--- config.mk ---
export PLATFORM = sky130hd
export DESIGN_NAME = adc_result_and_interrupt_handler
export DESIGN_NICKNAME = d
export VERILOG_FILES = /design/src/include/adc_irq_pkg.sv /design/src/core/adc_result_and_interrupt_handler.sv /design/src/core/result_hold.sv /design/src/core/seq_edge_detect.sv
export VERILOG_INCLUDE_DIRS = /design/src /design/src/include
export SDC_FILE = /design/constraint.sdc
export NUM_CORES = 1
export LEC_CHECK = 0
export BUFFER_PORTS_ARGS = -buffer_cell sky130_fd_sc_hd__buf_2
export CAP_MARGIN = 25
export CORE_ASPECT_RATIO = 0.6
export CORE_MARGIN = 5
export CORE_UTILIZATION = 45
export DETAILED_ROUTE_END_ITERATION = 8
export MAX_ROUTING_LAYER = met4
export PLACE_DENSITY = 0.75
export SLEW_MARGIN = 20
export SYNTH_ARGS = -nofsm -noshare
export SYNTH_HDL_FRONTEND = slang
export SYNTH_HIERARCHICAL = 1
export SYNTH_SLANG_ARGS = --single-unit
--- constraint.sdc ---
create_clock -name mclk -period 1.39 [get_ports mclk]
set_input_delay 0.139 -clock mclk [delete_from_list [all_inputs] [get_ports mclk]]
set_output_delay 0.139 -clock mclk [all_outputs]
set_load 0.02 [all_outputs]
--- src/include/adc_irq_defines.svh ---
`ifndef ADC_IRQ_DEFINES_SVH
`define ADC_IRQ_DEFINES_SVH

// register offsets on the register port
`define GP12_RESULT_LOW_ADDR 8'h4F
`define GP12_RESULT_HIGH_ADDR 8'h50
`define CHG1_RESULT_LOW_ADDR 8'h59
`define CHG1_RESULT_HIGH_ADDR 8'h5A
`define CHG4_RESULT_LOW_ADDR 8'h5F
`define CHG4_RESULT_HIGH_ADDR 8'h60
`define SEQ_IRQ_STATUS_ADDR 8'h61
`define SEQ_IRQ_MASK_ADDR 8'h62
`define SEQ_IRQ_CLEAR_ALL_ADDR 8'h63
`define SEQ_IRQ_EDGE_SEL_ADDR 8'h66
`define IRQ_HANDLER_CTRL_ADDR 8'h67

// reset values
`define STATUS_RESET 4'h0
`define MASK_RESET 4'hF
`define EDGE_SEL_RESET 8'h55
`define CTRL_RESET 3'h7
`define RESULT_RESET 10'h000
`define LEVEL_IDLE 4'hF

// field positions, counts and widths
`define CTRL_KEEP_BIT 0
`define CTRL_PENDING_DROP_BIT 1
`define CTRL_CLEAR_ON_READ_BIT 2
`define RESULT_LOW_LSB 6
`define NUM_SOURCES 4
`define NUM_RESULTS 3
`define RESULT_WIDTH 10

`endif

--- src/include/adc_irq_pkg.sv ---
`default_nettype none
package adc_irq_pkg;

  typedef enum logic [1:0] {
    SRC_REALTIME = 2'h0,
    SRC_SOFT1 = 2'h1,
    SRC_SOFT2 = 2'h2,
    SRC_BUS_SEQ = 2'h3
  } source_t;

  typedef enum logic [1:0] {
    RES_GP12 = 2'h0,
    RES_CHG1 = 2'h1,
    RES_CHG4 = 2'h2
  } result_chan_t;

  typedef struct packed {
    logic [3:0] stat;
    logic [3:0] pend;
    logic [3:0] mask;
    logic [7:0] edge_sel;
    logic [2:0] ctrl;
    logic [7:0] rdata;
    logic irq;
  } handler_state_t;

  typedef struct packed {
    logic [3:0] prev;
  } edge_state_t;

  typedef struct packed {
    logic [9:0] value;
  } result_state_t;

endpackage
`default_nettype wire

--- src/core/adc_result_and_interrupt_handler.sv ---
// Functional notes
// result low byte: two lsbs in bits 7:6, bits 5:0 read zero
// result high byte: eight msbs in bits 7:0, read-only, reset zero
// reserved bits of result, status and mask registers read zero
// charger channel 1 result at 0x59 low and 0x5A high
// charger channel 4 result at 0x5F low and 0x60 high
// status bits: realtime 0, soft1 1, soft2 2, bus sequence 3
// writing one to status never creates a request
// writing one to a set status bit clears it
// writing zero to a status bit leaves it unchanged
// status and mask registers update on the register clock
// mask bit 1 blocks its source, 0 allows; all reset to 1
// interrupt output asserts while any unmasked status bit is set
// edge select 01 falling, 10 rising, 11 both
// edge select pairs: bus seq 7/6, soft2 5/4, soft1 3/2, realtime 1/0
// edge select resets to 0x55, falling edge everywhere
// pending drop set discards events arriving while flag still set
// clear mode bit: 1 clear on read, 0 clear by write
// clear on read: status read clears all and releases request
// write-clear mode: read of clear-all address clears all status
// done level is low while a sequence runs, high when done
// status bit sets the cycle after a selected edge, stays till cleared
// software writes control bit 0 back as one
`include "adc_irq_defines.svh"
`default_nettype none
module adc_result_and_interrupt_handler #(
  parameter int NSRC = `NUM_SOURCES,
  parameter int NRES = `NUM_RESULTS
) (
  input wire logic mclk,
  input wire logic rstn,
  input wire logic [7:0] reg_addr,
  input wire logic reg_wr,
  input wire logic reg_rd,
  input wire logic [7:0] reg_wdata,
  output logic [7:0] reg_rdata,
  input wire logic [NSRC-1:0] seq_done_level,
  input wire logic [NRES-1:0] result_load,
  input wire logic [NRES*`RESULT_WIDTH-1:0] result_value,
  output logic sequence_irq_out
);

  adc_irq_pkg::handler_state_t st;
  adc_irq_pkg::handler_state_t nx;

  logic [NSRC-1:0] seq_event;
  logic [NSRC-1:0] clr;
  logic [7:0] rd_mux;
  logic [7:0] res_low [NRES];
  logic [7:0] res_high [NRES];
  logic pending_drop;
  logic clear_on_read_sel;
  logic rd_status;
  logic wr_status;
  logic rd_clear_all;

  if (NSRC != `NUM_SOURCES || NRES != `NUM_RESULTS) begin : g_bad_size
    $error("handler serves four sources and three result channels");
  end

  // done levels come from converter logic on mclk, no synchroniser needed
  seq_edge_detect #(
    .NSRC(NSRC)
  ) u_edge (
    .mclk(mclk),
    .rstn(rstn),
    .level(seq_done_level),
    .sel(st.edge_sel),
    .edge_hit(seq_event)
  );

  genvar r;
  generate
    for (r = 0; r < NRES; r++) begin : g_res
      result_hold #(
        .WIDTH(`RESULT_WIDTH)
      ) u_res (
        .mclk(mclk),
        .rstn(rstn),
        .load(result_load[r]),
        .value(result_value[r*`RESULT_WIDTH +: `RESULT_WIDTH]),
        .low_byte(res_low[r]),
        .high_byte(res_high[r])
      );
    end
  endgenerate

  assign pending_drop = st.ctrl[`CTRL_PENDING_DROP_BIT];
  assign clear_on_read_sel = st.ctrl[`CTRL_CLEAR_ON_READ_BIT];
  assign rd_status = reg_rd && (reg_addr == `SEQ_IRQ_STATUS_ADDR);
  assign wr_status = reg_wr && (reg_addr == `SEQ_IRQ_STATUS_ADDR);
  assign rd_clear_all = reg_rd && (reg_addr == `SEQ_IRQ_CLEAR_ALL_ADDR);

  // clear vector for this cycle
  always_comb begin
    clr = 4'h0;
    if (clear_on_read_sel) begin
      if (rd_status) begin
        clr = 4'hF;
      end
    end else begin
      if (rd_clear_all) begin
        clr = 4'hF;
      end
      if (wr_status) begin
        clr = clr | reg_wdata[3:0];
      end
    end
  end

  // read data reflects the state before this cycle's clear
  always_comb begin
    rd_mux = 8'h00;
    unique case (reg_addr)
      `GP12_RESULT_LOW_ADDR: rd_mux = res_low[adc_irq_pkg::RES_GP12];
      `GP12_RESULT_HIGH_ADDR: rd_mux = res_high[adc_irq_pkg::RES_GP12];
      `CHG1_RESULT_LOW_ADDR: rd_mux = res_low[adc_irq_pkg::RES_CHG1];
      `CHG1_RESULT_HIGH_ADDR: rd_mux = res_high[adc_irq_pkg::RES_CHG1];
      `CHG4_RESULT_LOW_ADDR: rd_mux = res_low[adc_irq_pkg::RES_CHG4];
      `CHG4_RESULT_HIGH_ADDR: rd_mux = res_high[adc_irq_pkg::RES_CHG4];
      `SEQ_IRQ_STATUS_ADDR: rd_mux = {4'h0, st.stat};
      `SEQ_IRQ_MASK_ADDR: rd_mux = {4'h0, st.mask};
      `SEQ_IRQ_EDGE_SEL_ADDR: rd_mux = st.edge_sel;
      `IRQ_HANDLER_CTRL_ADDR: rd_mux = {5'h00, st.ctrl};
      default: rd_mux = 8'h00;
    endcase
  end

  always_comb begin
    nx = st;
    // set wins over clear; a written one never sets
    nx.stat = (st.stat & ~clr) | seq_event | (st.pend & clr & st.stat);
    // a second event during service waits, unless dropping is chosen
    nx.pend = (st.pend & ~(clr & st.stat)) |
              (seq_event & st.stat & ~clr & {NSRC{~pending_drop}});
    if (reg_wr) begin
      unique case (reg_addr)
        `SEQ_IRQ_MASK_ADDR: nx.mask = reg_wdata[3:0];
        `SEQ_IRQ_EDGE_SEL_ADDR: nx.edge_sel = reg_wdata;
        // bit 0 is stored as written; software keeps it at one
        `IRQ_HANDLER_CTRL_ADDR: nx.ctrl = reg_wdata[2:0];
        default: nx.ctrl = st.ctrl;
      endcase
    end
    if (reg_rd) begin
      nx.rdata = rd_mux;
    end
    nx.irq = |(nx.stat & ~nx.mask);
  end

  always_ff @(posedge mclk or negedge rstn) begin
    if (!rstn) begin
      st.stat <= `STATUS_RESET;
      st.pend <= `STATUS_RESET;
      st.mask <= `MASK_RESET;
      st.edge_sel <= `EDGE_SEL_RESET;
      st.ctrl <= `CTRL_RESET;
      st.rdata <= 8'h00;
      st.irq <= 1'b0;
    end else begin
      st <= nx;
    end
  end

  assign reg_rdata = st.rdata;
  assign sequence_irq_out = st.irq;
endmodule
`default_nettype wire

--- src/core/result_hold.sv ---
`include "adc_irq_defines.svh"
`default_nettype none
module result_hold #(
  parameter int WIDTH = `RESULT_WIDTH
) (
  input wire logic mclk,
  input wire logic rstn,
  input wire logic load,
  input wire logic [WIDTH-1:0] value,
  output logic [7:0] low_byte,
  output logic [7:0] high_byte
);

  adc_irq_pkg::result_state_t st;
  adc_irq_pkg::result_state_t nx;

  if (WIDTH != `RESULT_WIDTH) begin : g_bad_width
    $error("result_hold is built for ten-bit results");
  end

  always_comb begin
    nx = st;
    if (load) begin
      nx.value = value;
    end
  end

  always_ff @(posedge mclk or negedge rstn) begin
    if (!rstn) begin
      st.value <= `RESULT_RESET;
    end else begin
      st <= nx;
    end
  end

  // two lsbs on top of the low byte, rest reads zero
  assign low_byte = {st.value[1:0], 6'h00};
  assign high_byte = st.value[9:2];
endmodule
`default_nettype wire

--- src/core/seq_edge_detect.sv ---
`include "adc_irq_defines.svh"
`default_nettype none
module seq_edge_detect #(
  parameter int NSRC = `NUM_SOURCES
) (
  input wire logic mclk,
  input wire logic rstn,
  input wire logic [NSRC-1:0] level,
  input wire logic [2*NSRC-1:0] sel,
  output logic [NSRC-1:0] edge_hit
);

  adc_irq_pkg::edge_state_t st;
  adc_irq_pkg::edge_state_t nx;

  if (NSRC != `NUM_SOURCES) begin : g_bad_nsrc
    $error("seq_edge_detect serves exactly four sources");
  end

  always_comb begin
    nx = st;
    nx.prev = level;
  end

  // idle level is high, so no false edge right after reset
  always_ff @(posedge mclk or negedge rstn) begin
    if (!rstn) begin
      st.prev <= `LEVEL_IDLE;
    end else begin
      st <= nx;
    end
  end

  genvar i;
  generate
    for (i = 0; i < NSRC; i++) begin : g_src
      // even bit selects falling, odd bit rising
      assign edge_hit[i] = (sel[2*i] & st.prev[i] & ~level[i]) |
                           (sel[2*i+1] & ~st.prev[i] & level[i]);
    end
  endgenerate
endmodule
`default_nettype wire

; ---- Word-level counts from Yosys, hierarchy flattened
; Index checks and enable logic that the tools add are counted.
[totals]
register_bits = 66
input_bits = 57
elab_cells = 83
[op_classes]
eq_ne = 11
n_mux = 10
n_bitwise = 45
reduce_logical = 6
[ops]
columns = cell, count
row1 = 8-bit by 7-bit == test with 1-bit output (second input constant), 11
row2 = 8-bit one-hot mux with 10 select lines, 1
row3 = 4-bit bitwise AND, 9
row4 = 4-bit 2-to-1 mux, 6
row5 = 1-bit bitwise AND, 16
row6 = 4-bit OR, 4
row7 = 15-bit 2-to-1 mux, 1
row8 = 4-bit NOT, 3
row9 = 1-bit NOT, 9
row10 = 8-bit 2-to-1 mux, 1
row11 = 1-bit OR, 4
row12 = 2-bit AND reduction, 2
row13 = 4-bit OR reduction, 1
row14 = 1-bit logical AND, 3
row15 = 3-bit 2-to-1 mux, 1

; ---- Longest topological paths before layout
[depth]
depth_word = 13
depth_mapped = 7
ltp_nobuf = 6

; ---- By module
; Netlist, hierarchy kept.
[modules_own_cells]
columns = mod, instances, cells_each, area_per_inst_um2, seq_area_each_um2
row1 = adc_result_and_interrupt_handler, 1, 227, 2327.2, 814.5
row2 = result_hold, 3, 28, 460.4, 250.2
row3 = seq_edge_detect, 1, 16, 162.7, 105.1

; ---- Least setup slack after synthesis
; Ideal clock, no wire load.
[synth_path]
path_kind = input-to-reg
start = input port reg_addr[4]
end = register st (netlist bit sequence_irq_out)
setup_time_ps = 87
arrival_ps = 1573
t_required_ps = 1303
path_slack_ps = -269
path_stages = 6
path_buffers = 1
cell_sequence = buf_6 > nand4bb_4 > nor3_2 > mux2_4 > o32a_2 > o211ai_1
[synth_rtl]
columns = element, line
row1 = from (decl), adc_result_and_interrupt_handler.sv:32  ; input wire logic [7:0] reg_addr,
row2 = to (signal assigned), adc_result_and_interrupt_handler.sv:161  ; st <= nx;
row3 = to (decl), adc_result_and_interrupt_handler.sv:43  ; adc_irq_pkg::handler_state_t st;

==> flow_summary.toml <==
[critical_path]
endpoint_kind = "flop"
reg_to_reg_slack_setup_ns = -0.25
timing.critical_path.from_type = "flop"
cp.arrival_ns = 1.90
setup.worst_path.start = "clear_on_read_sel"
critical_path.reg2reg.endpoint = "sequence_irq_out"
rr_startpoint = "clear_on_read_sel"
required_arrival_time_at_the_worst_endpoint_ns = 1.65
path_class = "flop to flop"
critPathMaxFanout = 5
worstRegToRegCells = 5
cp-endpoint = "sequence_irq_out"

[synth]
synth.top_cells.by_area = "dfrtp_1 33%, mux2_4 12%, dfstp_2 10%, buf_4 5.2%, mux2_1 3.5%"
synth_async_reset_ratio_pct = 100
netlist_instances = 327
synth_cell_types = 65
synthesis.area_per_instance_um2 = 11.8
yosysWarnings = 6
synth.top_cell.area_share_pct = 33.0
synth_edf_count = 0
seq_total_area_yosys_pct = 43.1
most_area_hungry_cell_type_in_the_yosys_netlist = "dfrtp_1"
synth.ff_latch_count = 66
postSynth.topFlopCell = "dfrtp_1"
synthesis.area_mm2 = 0.00387

[floorplanning]
start_util_pct = 45.8
floorplan.rows = 26
die_w_um = 130
core_mm2 = 0.00846
design.die.area_mm2 = 0.0106
io_pins = 66
fp.dieH_um = 81.8

[route]
routed_wire_length_per_instance_um = 19.9
detail_route.wirelength_mm = 11.2
route.vias.total = 3102
routed_via_density = 5.48
drtIter0Drc = 240
number_of_design_rule_violations_left_after_detail_routing = 0
drt_pre_antenna_iters = 5
drtAntennaViolNets = 0

[power_and_ir_drop]
power.leakage_uw = 0.00232
vdd_drop_max_uv = 685
power_density_mw_per_mm2 = 1010
fin_total_pwr_uw = 5220

[place]
gp_congestion = 1.01
place.detailed.hpwl_mm = 8.21
dpl_worst_slack_ns = -0.312
numPortBuffers = 65

[global_route]
first_global_vias = 3156
grt_antenna_before_repair = 0
global_route_wire_length_before_repair_mm = 17.5
grt.overflow.total = 0
grt_max_degree = 67
grtUsageTotal_pct = 23.0

[worst_hold_path]
min-delay-path-class = "primary input to flop"

[cells_and_area]
area_delta_synth_final_pct = 32.9
insertedDiodeCount = 0
layout.nets = 506
finalCoreUtilization_pct = 60.8
drive_above_1_share_pct = 55.1
n_fill_cell = 702

[clock_network]
clock_path_buffers = 2
clock_root_buffer = "clkbuf_16"
numCtsBuffers = 9
clkSinkCount = 66
reg_clk_slew_reported_paths_ns = 0.06
clock_insertion_delay_at_the_later_pin_of_the_skew_report_ns = 0.34
cts_tree = "yes"
cts.htree.levels = 3

[run]
cap_viol_max_count = 0

[sta]
layout_worst_path_cycle_share_pct = 118
report.final.slew_viol_count = 0
achievable_frequency_mhz = 609
timing.final.crit_period_ns = 1.64
total_negative_setup_slack_ns = -0.687
rsz0062_at_grt = "true"
setup-violations-final = 8
finalWorstSetupSlack_ns = -0.253
finalHoldWorstSlack_ns = 0.0260
finalClockSkew_ns = 0.00631
hold_viol_final = 0

[status]
failed_checks = "negative setup slack"
run_status = "finished, violations left"
-- synthesized netlist by cell type, types with 3 or more instances --
cell type,instances
inv_1,11
nor2_1,12
mux2_4,31
a31oi_1,11
mux2_2,5
nand3b_1,8
and2_1,4
nand3_1,5
o2bb2ai_1,3
conb_1,3
o21ai_0,3
o22ai_2,8
dfrtp_1,51
o211ai_1,5
a22oi_1,10
dfstp_2,15
a22o_1,4
mux2_1,12
and3_1,3
buf_4,27
mux2i_1,3
nor2b_1,5
nand2_1,18
clkbuf_1,3
a211oi_1,4
o22ai_1,5
a21oi_1,4
nor3b_1,4
buf_6,6
buf_2,5
-- metal layers --
| layer | wire (µm) | track usage [%] | up-vias |
|---|---|---|---|
| met4 | 123 | 6.12 | 0 |
| met3 | 803 | 5.59 | 10 |
| met5 | 0 | - | - |
| met2 | 4740 | 32.1 | 97 |
| li1 | - | - | 1413 |
| met1 | 5590 | 33.1 | 1582 |
-- worst max-delay path, stage by stage (launching register included) --
cell      delay [ns]
dfstp_2         0.56
nand3b_1        0.16
o211ai_1        0.18
and3_1          0.21
o32a_2          0.37
o211ai_1        0.09
-- per-stage QoR --
stage | cells | area [µm²]
floorplan | 342 | 3990
global placement | 536 | 4600
detailed placement | 536 | 4600
CTS | 563 | 5040
global route | 566 | 5140
finish | 566 | 5140
-- flip-flops by register name (all words and copies together) (netlist names) --
name	cells
st	21
sequence_irq_out	1
reg_rdata	8
pending_drop	1
clear_on_read_sel	1
g_res.u_res/st	30
u_edge/st	4
-- where the power goes --
part	switching [µW]	internal [µW]	leakage, µW
combinational	412	491	0.00140
sequential	135	2100	0.000781
clock	883	1200	0.000135
total	1430	3790	0.00232
-- repair_timing --
item / CTS / global route
resized for setup: 14 / 15
endpoints found under the setup margin: 10 / 17
setup buffers: 6 / 4
pin swaps: 12 / 15
endpoints found under the hold margin: 55 / 0
hold buffers: 5 / 0
-- cells by family (layout without fill, tap and decap cells) --
| logic type | after synthesis | after routing | share of synthesized area [%] |
|---|---|---|---|
| multiplexers | 51 | 51 | 17.7 |
| AND/OR/NAND/NOR | 84 | 84 | 14.9 |
| flip-flops | 66 | 66 | 43.1 |
| buffers and inverters | 53 | 165 | 9.18 |
| other | 3 | 18 | 0.291 |
| AO/OA/AOI/OAI | 70 | 70 | 14.7 |
-- area by class of cell --
type / count / area [µm²] / share of cell area, %
repair buffers: 138 / 926 / 18.0
well taps: 112 / 140 / 2.72
flip-flops and latches: 66 / 1670 / 32.5
inverters: 11 / 41.3 / 0.803
clock inverters: 7 / 45.0 / 0.876
clock buffers: 9 / 225 / 4.38
multi-input cells: 223 / 2100 / 40.7
-- how the worst min path moves through the flow --
stage          slack [ns]  cells past startpoint             start              endpoint
3_5_place_dp         0.18                      2              rstn  g_res[1].u_res/st[4]
6_report             0.03                      2      reg_wdata[6]                st[18]
4_1_cts              0.02                      2      reg_wdata[4]                st[16]
5_1_grt              0.02                      2  result_value[26]  g_res[2].u_res/st[6]
3_3_place_gp         0.18                      2              rstn  g_res[1].u_res/st[6]
2_1_floorplan       -0.16                      0              rstn  g_res[0].u_res/st[0]
-- cells in the final DEF, fill, tap and decap left out, drive strengths merged, types with 8 or more instances in the layout --
master / n
buf: 133
dfrtp: 51
mux2: 48
nand2: 19
conb: 18
dfstp: 15
o22ai: 13
nor2: 13
inv: 12
a31oi: 11
a22oi: 10
clkbuf: 9
nand3b: 8
Power figures use the tool's default switching activity.
